### src/rtl/cmvd_defs.svh
// offsets, field positions, opcode patterns and reset values of the decoder
`ifndef CMVD_DEFS_SVH
`define CMVD_DEFS_SVH

// opcode patterns, compared against the top bits of the instruction word
`define CMVD_OP_BSL 10'h004
`define CMVD_OP_LWL 8'h0E
`define CMVD_OP_WFS 7'h37
`define CMVD_OP_FFL1 12'h006
`define CMVD_OP_FFLX 4'hF

// field positions
`define CMVD_ACC_BIT 8
`define CMVD_BSL_MSB 5
`define CMVD_LIT_MSB 7

// addressing
`define CMVD_ILO_MAX 8'h5F
`define CMVD_ACC_LO_BANK 6'h00
`define CMVD_ACC_HI_BANK 6'h3F

// reset values
`define CMVD_W_RST 8'h00
`define CMVD_BSR_RST 6'h00
`define CMVD_IR_RST 16'h0000

`endif

### src/rtl/cmvd_pkg.sv
// types shared by the move instruction decoder
package cmvd_pkg;

  // quarter phases of one instruction cycle, gray coded
  typedef enum logic [1:0] {
    CMVD_Q1 = 2'b00,
    CMVD_Q2 = 2'b01,
    CMVD_Q3 = 2'b11,
    CMVD_Q4 = 2'b10
  } cmvd_phase_type;

  // sequencing state; the long move walks single, word two, word three
  typedef enum logic [1:0] {
    CMVD_ST_SINGLE = 2'b00,
    CMVD_ST_FFL_W2 = 2'b01,
    CMVD_ST_FFL_W3 = 2'b11
  } cmvd_state_type;

  // data memory request
  typedef struct packed {
    logic [13:0] addr;
    logic rd;
    logic we;
    logic [7:0] wdata;
  } cmvd_dmem_req_type;

endpackage

### src/rtl/cmvd_top.sv
// move instruction decode and execution sequencing
// Function
// - long move: first cycle idle, second reads, third writes, no dummy read
// - opcode 0000 0001 00 loads six-bit literal into bank select bits 5..0
// - bank select bits 7 and 6 always read zero
// - bank-select load: decode, fetch literal, process, write at Q4
// - opcode upper byte 0000 1110 loads literal into working register at Q4
// - opcode 0110 111 stores working register into addressed bank byte
// - extended set, access clear, address at most 95: indexed literal offset
// - these instructions leave all status flags unchanged
// - store reads working register at Q2, writes target at Q4
`timescale 1ns/1ps
`include "cmvd_defs.svh"
module cmvd_top
  import cmvd_pkg::*;
(
  input wire logic clk_i, // 200 MHz core clock
  input wire logic rst_b_i, // asynchronous reset, active low
  input wire logic [15:0] instr_i, // instruction word, valid at Q1
  input wire logic ext_en_i, // extended instruction set enable pin
  input wire logic [13:0] fsr2_i, // index base for literal offset mode
  input wire logic [7:0] dmem_rdata_i, // data memory read data
  output cmvd_pkg::cmvd_dmem_req_type dmem_req_o, // data memory request
  output logic [7:0] w_o, // working register
  output logic [7:0] bsr_o, // bank select register
  output logic status_we_o, // status flag write strobe
  output logic other_op_o, // opcode handed to other decoders
  output logic [15:0] other_instr_o // the handed-over opcode
);

  // ****************************************************************
  // reset and pin synchronisers
  // ****************************************************************
  logic rst_s1_q;
  logic rst_b;
  logic ext_s1_q;
  logic ext_q;

  always_ff @(posedge clk_i or negedge rst_b_i)
  begin
    if (!rst_b_i)
    begin
      rst_s1_q <= 1'b0;
      rst_b <= 1'b0;
    end
    else
    begin
      rst_s1_q <= 1'b1;
      rst_b <= rst_s1_q;
    end
  end

  always_ff @(posedge clk_i or negedge rst_b)
  begin
    if (!rst_b)
    begin
      ext_s1_q <= 1'b0;
      ext_q <= 1'b0;
    end
    else
    begin
      ext_s1_q <= ext_en_i;
      ext_q <= ext_s1_q;
    end
  end

  // ****************************************************************
  // phase sequencer
  // ****************************************************************
  cmvd_phase_type phase;

  cmvd_quarter u_quarter (
    .clk_i(clk_i),
    .rst_b_i(rst_b),
    .phase_o(phase)
  );

  // ****************************************************************
  // decode
  // ****************************************************************
  logic [15:0] ir_q;
  logic [7:0] w_q;
  logic [5:0] bsr_q;
  logic [7:0] opnd_q;
  logic [13:0] addr_q;
  logic [13:0] fs_q;
  logic [1:0] fd_hi_q;
  logic [7:0] data_q;
  cmvd_state_type st_q;
  cmvd_dmem_req_type req_q;
  logic other_q;
  logic [15:0] oinstr_q;

  wire is_bsl = ir_q[15:6] == `CMVD_OP_BSL;
  wire is_lwl = ir_q[15:8] == `CMVD_OP_LWL;
  wire is_wfs = ir_q[15:9] == `CMVD_OP_WFS;
  wire is_ffl1 = ir_q[15:4] == `CMVD_OP_FFL1;
  wire is_fflx = ir_q[15:12] == `CMVD_OP_FFLX;
  wire any_op = is_bsl | is_lwl | is_wfs | is_ffl1;
  wire single = st_q == CMVD_ST_SINGLE;

  wire [7:0] fadr = ir_q[7:0];
  wire acc_sel = ir_q[`CMVD_ACC_BIT];
  wire low_f = fadr <= `CMVD_ILO_MAX;
  wire use_ilo = ext_q & ~acc_sel & low_f;
  wire [13:0] ilo_addr = fsr2_i + {6'h00, fadr};
  wire [5:0] acc_bank = low_f ? `CMVD_ACC_LO_BANK : `CMVD_ACC_HI_BANK;
  wire [13:0] acc_addr = {acc_bank, fadr};
  wire [13:0] bank_addr = {bsr_q, fadr};
  wire [13:0] wfs_addr = acc_sel ? bank_addr :
                         (use_ilo ? ilo_addr : acc_addr);
  wire [13:0] fs_addr = {fs_q[13:10], ir_q[11:2]};
  wire [13:0] fd_addr = {fd_hi_q, ir_q[11:0]};

  // ****************************************************************
  // execution over the quarter phases
  // ****************************************************************
  always_ff @(posedge clk_i or negedge rst_b)
  begin
    if (!rst_b)
    begin
      ir_q <= `CMVD_IR_RST;
      w_q <= `CMVD_W_RST;
      bsr_q <= `CMVD_BSR_RST;
      opnd_q <= 8'h00;
      addr_q <= 14'h0000;
      fs_q <= 14'h0000;
      fd_hi_q <= 2'h0;
      data_q <= 8'h00;
      st_q <= CMVD_ST_SINGLE;
      req_q <= '0;
      other_q <= 1'b0;
      oinstr_q <= 16'h0000;
    end
    else
    begin
      unique case (phase)
        CMVD_Q1:
        begin
          ir_q <= instr_i;
          req_q.we <= 1'b0;
          other_q <= 1'b0;
        end
        CMVD_Q2:
        begin
          if (single)
          begin
            opnd_q <= is_wfs ? w_q : ir_q[7:0];
          end
          else if (st_q == CMVD_ST_FFL_W2 && is_fflx)
          begin
            fd_hi_q <= ir_q[1:0];
            req_q.addr <= fs_addr;
            req_q.rd <= 1'b1;
          end
        end
        CMVD_Q3:
        begin
          req_q.rd <= 1'b0;
          if (st_q == CMVD_ST_FFL_W2)
          begin
            data_q <= dmem_rdata_i;
          end
          addr_q <= wfs_addr;
        end
        CMVD_Q4:
        begin
          unique case (st_q)
            CMVD_ST_SINGLE:
            begin
              if (is_bsl)
              begin
                bsr_q <= ir_q[`CMVD_BSL_MSB:0];
              end
              if (is_lwl)
              begin
                w_q <= ir_q[`CMVD_LIT_MSB:0];
              end
              if (is_wfs)
              begin
                req_q.addr <= addr_q;
                req_q.wdata <= opnd_q;
                req_q.we <= 1'b1;
              end
              if (is_ffl1)
              begin
                fs_q[13:10] <= ir_q[3:0];
                st_q <= CMVD_ST_FFL_W2;
              end
              if (!any_op)
              begin
                other_q <= 1'b1;
                oinstr_q <= ir_q;
              end
            end
            CMVD_ST_FFL_W2:
            begin
              st_q <= is_fflx ? CMVD_ST_FFL_W3 : CMVD_ST_SINGLE;
            end
            CMVD_ST_FFL_W3:
            begin
              if (is_fflx)
              begin
                req_q.addr <= fd_addr;
                req_q.wdata <= data_q;
                req_q.we <= 1'b1;
              end
              st_q <= CMVD_ST_SINGLE;
            end
            default:
            begin
              st_q <= CMVD_ST_SINGLE;
            end
          endcase
        end
      endcase
    end
  end

  // status flags are never written by this group
  logic status_q;

  always_ff @(posedge clk_i or negedge rst_b)
  begin
    if (!rst_b)
    begin
      status_q <= 1'b0;
    end
    else
    begin
      status_q <= 1'b0;
    end
  end

  assign dmem_req_o = req_q;
  assign w_o = w_q;
  assign bsr_o = {2'b00, bsr_q};
  assign status_we_o = status_q;
  assign other_op_o = other_q;
  assign other_instr_o = oinstr_q;
endmodule // cmvd_top

### src/rtl/cmvd_quarter.sv
// quarter phase sequencer of the instruction clock
`timescale 1ns/1ps
module cmvd_quarter
  import cmvd_pkg::*;
(
  input wire logic clk_i, // core clock
  input wire logic rst_b_i, // synchronised reset, active low
  output cmvd_pkg::cmvd_phase_type phase_o // current quarter phase
);

  always_ff @(posedge clk_i or negedge rst_b_i)
  begin
    if (!rst_b_i)
    begin
      phase_o <= CMVD_Q1;
    end
    else
    begin
      unique case (phase_o)
        CMVD_Q1: phase_o <= CMVD_Q2;
        CMVD_Q2: phase_o <= CMVD_Q3;
        CMVD_Q3: phase_o <= CMVD_Q4;
        CMVD_Q4: phase_o <= CMVD_Q1;
      endcase
    end
  end

endmodule // cmvd_quarter

### config.mk
export PLATFORM = sky130hd
export DESIGN_NAME = cmvd_top
export DESIGN_NICKNAME = d
export VERILOG_FILES = /design/src/rtl/cmvd_pkg.sv /design/src/rtl/cmvd_top.sv /design/src/rtl/cmvd_quarter.sv
export VERILOG_INCLUDE_DIRS = /design/src /design/src/rtl
export SDC_FILE = /design/constraint.sdc
export NUM_CORES = 1
export LEC_CHECK = 0
export BUFFER_PORTS_ARGS = -buffer_cell sky130_fd_sc_hd__buf_2
export CORE_MARGIN = 1
export CORE_UTILIZATION = 54
export CTS_CLUSTER_DIAMETER = 80
export DETAILED_ROUTE_END_ITERATION = 8
export PLACE_DENSITY = 0.78
export SYNTH_ARGS = -nofsm -noshare
export SYNTH_HDL_FRONTEND = slang
export SYNTH_HIERARCHICAL = 1
export SYNTH_SLANG_ARGS = --single-unit
### constraint.sdc
create_clock -name clk_i -period 10.2 [get_ports clk_i]
set_input_delay 1.53 -clock clk_i [delete_from_list [all_inputs] [get_ports clk_i]]
set_output_delay 1.53 -clock clk_i [all_outputs]
set_load 0.03 [all_outputs]
After elaboration in Yosys (flattened, before gate mapping) --
Index checks and enable logic that the tools add are counted.
Operators by class: add/sub/neg operators 1, multipliers 0, div/mod/pow operators 0, magnitude comparators 1, eq/ne operators 20, shift operators 0, mux-type cells 22, bitwise operators 8, reduce and logical (&&, ||, !) cells 20
Operator list (count):
- two-way mux 14 bit | 4
- case mux 14 bit (2 select lines) | 2
- two-way mux 15 bit | 2
- AND reduction 3 bit | 7
- two-way mux 9 bit | 2
- case mux 9 bit (2 select lines) | 1
- adder 14 x 8 -> 14 bit | 1
- inequality test 2 bit, second input constant | 7
- == test 12 x 3 -> 1 bit, second input constant | 1
- == test 10 x 3 -> 1 bit, second input constant | 1
- inequality test 3 bit, second input constant | 3
- == test 8 x 4 -> 1 bit, second input constant | 1
- less-or-equal comparator 8 x 7 -> 1 bit, second input constant | 1
- two-way mux 8 bit | 1
- case mux 2 bit (4 select lines) | 1
- AND reduction 4 bit | 2
- nonzero test 2 bit | 4
- == test 7 x 6 -> 1 bit, second input constant | 1
- == test 2 bit, second input constant | 3
- two-way mux 6 bit | 1
- case mux 1 bit (2 select lines) | 3
- AND reduction 2 bit | 3
- AND reduction 6 bit | 1
- == test 2 x 1 -> 1 bit, second input constant | 2
- 9 further kinds | 17
Word-level totals: flip-flop bits (word level) 115, bits in latches 0, bits in writable memories 0, ROM bits 0, input bits 41, logic and storage cells 92, memories 0

Depth between registers and ports, before layout --
depth in word-level cells 7, depth in mapped cells 8, mapped depth without buffers 7

Hierarchy --
Netlist, hierarchy kept.
Modules (own cells, without submodules):
- cmvd_top | instances 1, cells an instance 489, area an instance 5375.2 um^2, seq. area each 2827.7 um^2
- cmvd_quarter | instances 1, cells an instance 4, area an instance 57.6 um^2, seq. area each 50.0 um^2

Least setup slack after synthesis --
Ideal clock, no wire load.
path kind input-to-reg, start input fsr2_i[0], end register addr_q[10], setup time 0.072 ns, arrival time 3.199 ns, slack 6.928 ns, stages 7, buffers on the path 0, cell sequence ha_1 -> fa_1 -> a211oi_1 -> o31ai_1 -> o2111ai_1 -> mux2_2 -> nor2_1
On the way: cells in the longest elaborated chain, start to end 3
Ends and longest elaborated chain:
- start: declaration | line cmvd_top.sv:21 | input wire logic [13:0] fsr2_i,
- adder 14 x 8 -> 14 bit | line cmvd_top.sv:106 | wire [13:0] ilo_addr = fsr2_i + {6'h00, fadr};
- two-way mux 14 bit | line cmvd_top.sv:111 | (use_ilo ? ilo_addr : acc_addr);
- two-way mux 14 bit | line cmvd_top.sv:110 | wire [13:0] wfs_addr = acc_sel ? bank_addr :
- end signal: assignment | line cmvd_top.sv:164 | addr_q <= wfs_addr;
- end: declaration | line cmvd_top.sv:85 | logic [13:0] addr_q;
Every way passes these cells. A chain may end at the register's enable or synchronous reset.

Worst setup path in the final report --
start input fsr2_i[0], end register addr_q[12]
Same word-level chain as after synthesis.

==> impl_metrics.csv <==
group,metric,value,unit
status,status,"finished, final reports clean",
power_and_ir_drop,p_int,0.000933,W
hold_path,min_delay_worst_endpoint,"rst_b$_DFF_PN0_",
global_route,use_met2,44.6,%
hold_path,whs_path_depth,0,
power_and_ir_drop,pwr-share-seq,41.4,%
detailed_routing,via_count,4251,
floorplanning,die_area,10500,um2
power_and_ir_drop,switching_share,23.7,%
sta,max_freq,306,MHz
cells_and_area,final_cell_mix,"114 x dfrtp_1, 95 x buf_2, 71 x nand2_1",
yosys,ys_ff_latch,115,
sta,fin_setup_tns,0,ps
setup_path,worstPathMaxFanout,4,
floorplanning,core,9770,um2
cells_and_area,final_cells,719,
yosys,ys_types,55,
power_and_ir_drop,p_switching,0.000291,W
placement,gp_congestion,0.852,
global_route,grt_pass1_wl,21.1,mm
floorplanning,die_w,102,um
clocking,cts-root-buf,"clkbuf_8",
yosys,synth_edf_count,0,
yosys,avgSynthCellArea,11.0,um2
cells_and_area,layout_commonest_cell,"dfrtp_1",
cells_and_area,num-nets-final,625,
cells_and_area,post-route-util,66.9,%
hold_path,hold_start,"rst_s1_q$_DFF_PN0_",
sta,rsz0062_at_grt,"false",
cells_and_area,fillCellCount,722,
floorplanning,num_rows,36,
floorplanning,io_pins,99,
setup_path,rrSetupSlack,7350,ps
global_route,antenna_found_initial,0,
setup_path,cp-start-kind,"input pin",
global_route,grt_pass1_vias,4182,
yosys,syn_area,5430,um2
placement,post-place-ws,6550,ps
clocking,cts_buffers,17,
yosys,syn-instance-count,493,
detailed_routing,wl,13.3,mm
cells_and_area,final_area,6540,um2
floorplanning,start_util,55.6,%
yosys,ys.flop_type,"dfrtp_1",
clocking,path_clk_slew,50,ps
sta,finalSetupViolCount,0,
placement,place_area,5930,um2
sta,hold_violations,0,
setup_path,rr_endpoint,"dmem_req_o[22]$_DFFE_PN0P_",
power_and_ir_drop,pwr-share-comb,8.6,%
global_route,grt_max_degree,66,
global_route,busiest_layer,"met2",
detailed_routing,routed_via_density,5.91,
detailed_routing,wire_per_inst,18.5,um
setup_path,cp.arrival,3700,ps
setup_path,worstSetupPathType,"in2reg",
sta,relSlewSlack,19.5,%
yosys,async_flop_share,100,%
flow_run,cap_viol_max_count,0,
clocking,post_cts_buffers,0,
setup_path,ff2ff_path_depth,5,
cells_and_area,drive_gt1_share,35.8,%
placement,dp_cells,689,
yosys,ys_seq_area_share,53.0,%
global_route,grt-ovfl-total,0,
power_and_ir_drop,vdd_drop_max,142,uV
setup_path,rr_startpoint,"ir_q[9]$_DFFE_PN0N_",
clocking,cts_tree,"yes",
clocking,cts_hold_buf,0,
yosys,ys_warn_count,6,
detailed_routing,dr.pass1.iters,4,
hold_path,hold_path.class,"reg2reg",
cells_and_area,multiInputGateArea,2360,um2
floorplanning,die_h,102,um
clocking,htreeDepth,4,
cells_and_area,areaGrowthSynthToFinish,20.4,%
cells_and_area,seq_area,2880,um2
clocking,clk_path_buf_depth,2,
placement,detailed_place_hpwl,9.04,mm
placement,port-buffer-count,95,
detailed_routing,dr.first_iter.drc_count,208,
sta,fin_skew,11.9,ps
cells_and_area,n_antenna_cell,0,
clocking,postCtsResizedCells,0,
setup_path,worstPathRequired,10620,ps
sta,period_share,32.1,%
sta,slew_violations,0,
global_route,grt_use_total,27.2,%
power_and_ir_drop,leakagePower,3.19,nW
setup_path,setup.worst_path.end_class,"flip-flop",
power_and_ir_drop,p_per_area,187,nW/um2
detailed_routing,ant_nets,0,
global_route,gr-usage-met3,6.63,%
sta,post-route-min-period,3270,ps
sta,worst_pin_slew,1210,ps
power_and_ir_drop,pwr-share-clk,50.0,%
global_route,gr-usage-met1,33.5,%
clocking,cts.sinks,115,
clocking,clk_latency,530,ps
detailed_routing,drc,0,
sta,layout_setup_ws,6930,ps
-- registers in the layout, indices dropped and copies added (netlist names) --
| name | count |
|---|---|
| dmem_req_o | 24 |
| ir_q | 16 |
| other_instr_o | 16 |
| addr_q | 14 |
| data_q | 8 |
| opnd_q | 8 |
| w_o | 8 |
| bsr_q | 6 |
| fs_addr | 4 |
| fd_hi_q | 2 |
| st_q | 2 |
| u_quarter/phase_o | 2 |
| ext_q | 1 |
| ext_s1_q | 1 |
| other_op_o | 1 |
| rst_b | 1 |
| rst_s1_q | 1 |
-- cell usage after synthesis, types with 2 or more instances --
cell         n  area, um2
nand2_1     71        267
xnor2_1      2       17.5
o21ai_0      7       35.0
a22o_1       4       35.0
inv_1        3       11.3
a21o_1       7       52.6
conb_1       2       7.51
dfrtp_1    115       2880
o211ai_1     4       30.0
buf_2        4       20.0
o22ai_1      4       25.0
or3_1        3       18.8
clkbuf_1    21       78.8
xor2_1       3       26.3
nand4b_1     3       26.3
nand4_1      2       12.5
nor4_1       3       18.8
buf_1        3       11.3
o221a_2     15        169
nand2b_1     3       18.8
a21oi_1     20        100
and3_1       2       12.5
a211oi_1     4       30.0
ha_1         8        100
nand3b_1     4       30.0
nor3b_1      3       22.5
mux2_2      58        653
mux2i_1      9       90.1
nor3_1       2       10.0
buf_4        9       67.6
a31oi_1     11       68.8
o2111ai_1    2       17.5
nor2_1      36        135
nand3_1     25        125
-- routing by layer --
| layer | up-vias | wire (um) |
|---|---|---|
| li1 | 1926 | - |
| met1 | 2093 | 5420 |
| met2 | 194 | 6630 |
| met3 | 38 | 881 |
| met4 | 0 | 370 |
| met5 | - | 0 |
-- power by group through the flow --
stage | clock (W) | sequential, W | combinational [W]
6_report | 0.000612 | 0.000507 | 0.000105
5_1_grt | 0.000640 | 0.000510 | 0.000114
4_1_cts | 0.000620 | 0.000506 | 0.000105
3_5_place_dp | 0 | 0.000514 | 0.000104
3_3_place_gp | 0 | 0.000512 | 0.000100
2_1_floorplan | 0 | 0.000527 | 0.0000517
-- metrics by stage --
step	hold slack, ps	total power (W)
floorplan	331	0.000579
finish	346	0.00122
CTS	349	0.00123
global route	353	0.00126
detailed placement	337	0.000617
global placement	335	0.000613
-- layout make-up --
| cell class | instances | share of cell area (%) |
|---|---|---|
| multi-input cells | 339 | 36.1 |
| well taps | 133 | 2.54 |
| flip-flops and latches | 115 | 44.1 |
| repair buffers | 99 | 7.73 |
| clock buffers | 20 | 6.97 |
| clock inverters | 10 | 2.39 |
| inverters | 3 | 0.172 |
-- cells by family (layout without fill, tap and decap cells) --
family / Yosys count / after routing / synth area share (%)
flops: 115 / 115 / 53.0
xor+xnor: 5 / 5 / 0.806
buf+inv: 41 / 132 / 3.68
simple gates: 169 / 169 / 15.0
fa+ha+maj: 9 / 9 / 2.21
compound gates: 85 / 85 / 11.5
other cells: 2 / 4 / 0.138
mux: 67 / 67 / 13.7
-- worst max-delay path, stage by stage --
cell,delay (ps)
buf_2,100
ha_1,230
fa_1,420
a211oi_1,380
o31ai_1,210
o21ai_0,450
nor4b_1,130
nor3_1,250
-- worst max-delay path by stage --
stage / slack [ps] / depth (start not counted) / from / to
floorplan: 6760 / 0 / rst_b$_DFF_PN0_ / addr_q[0]$_DFFE_PN0N_
global placement: 6710 / 8 / fsr2_i[0] / addr_q[10]$_DFFE_PN0N_
detailed placement: 6550 / 8 / fsr2_i[0] / addr_q[8]$_DFFE_PN0N_
CTS: 7010 / 8 / fsr2_i[0] / addr_q[12]$_DFFE_PN0N_
global route: 6840 / 8 / fsr2_i[0] / addr_q[12]$_DFFE_PN0N_
finish: 6930 / 8 / fsr2_i[0] / addr_q[12]$_DFFE_PN0N_
Note: power is estimated with default switching activity, not from simulation.
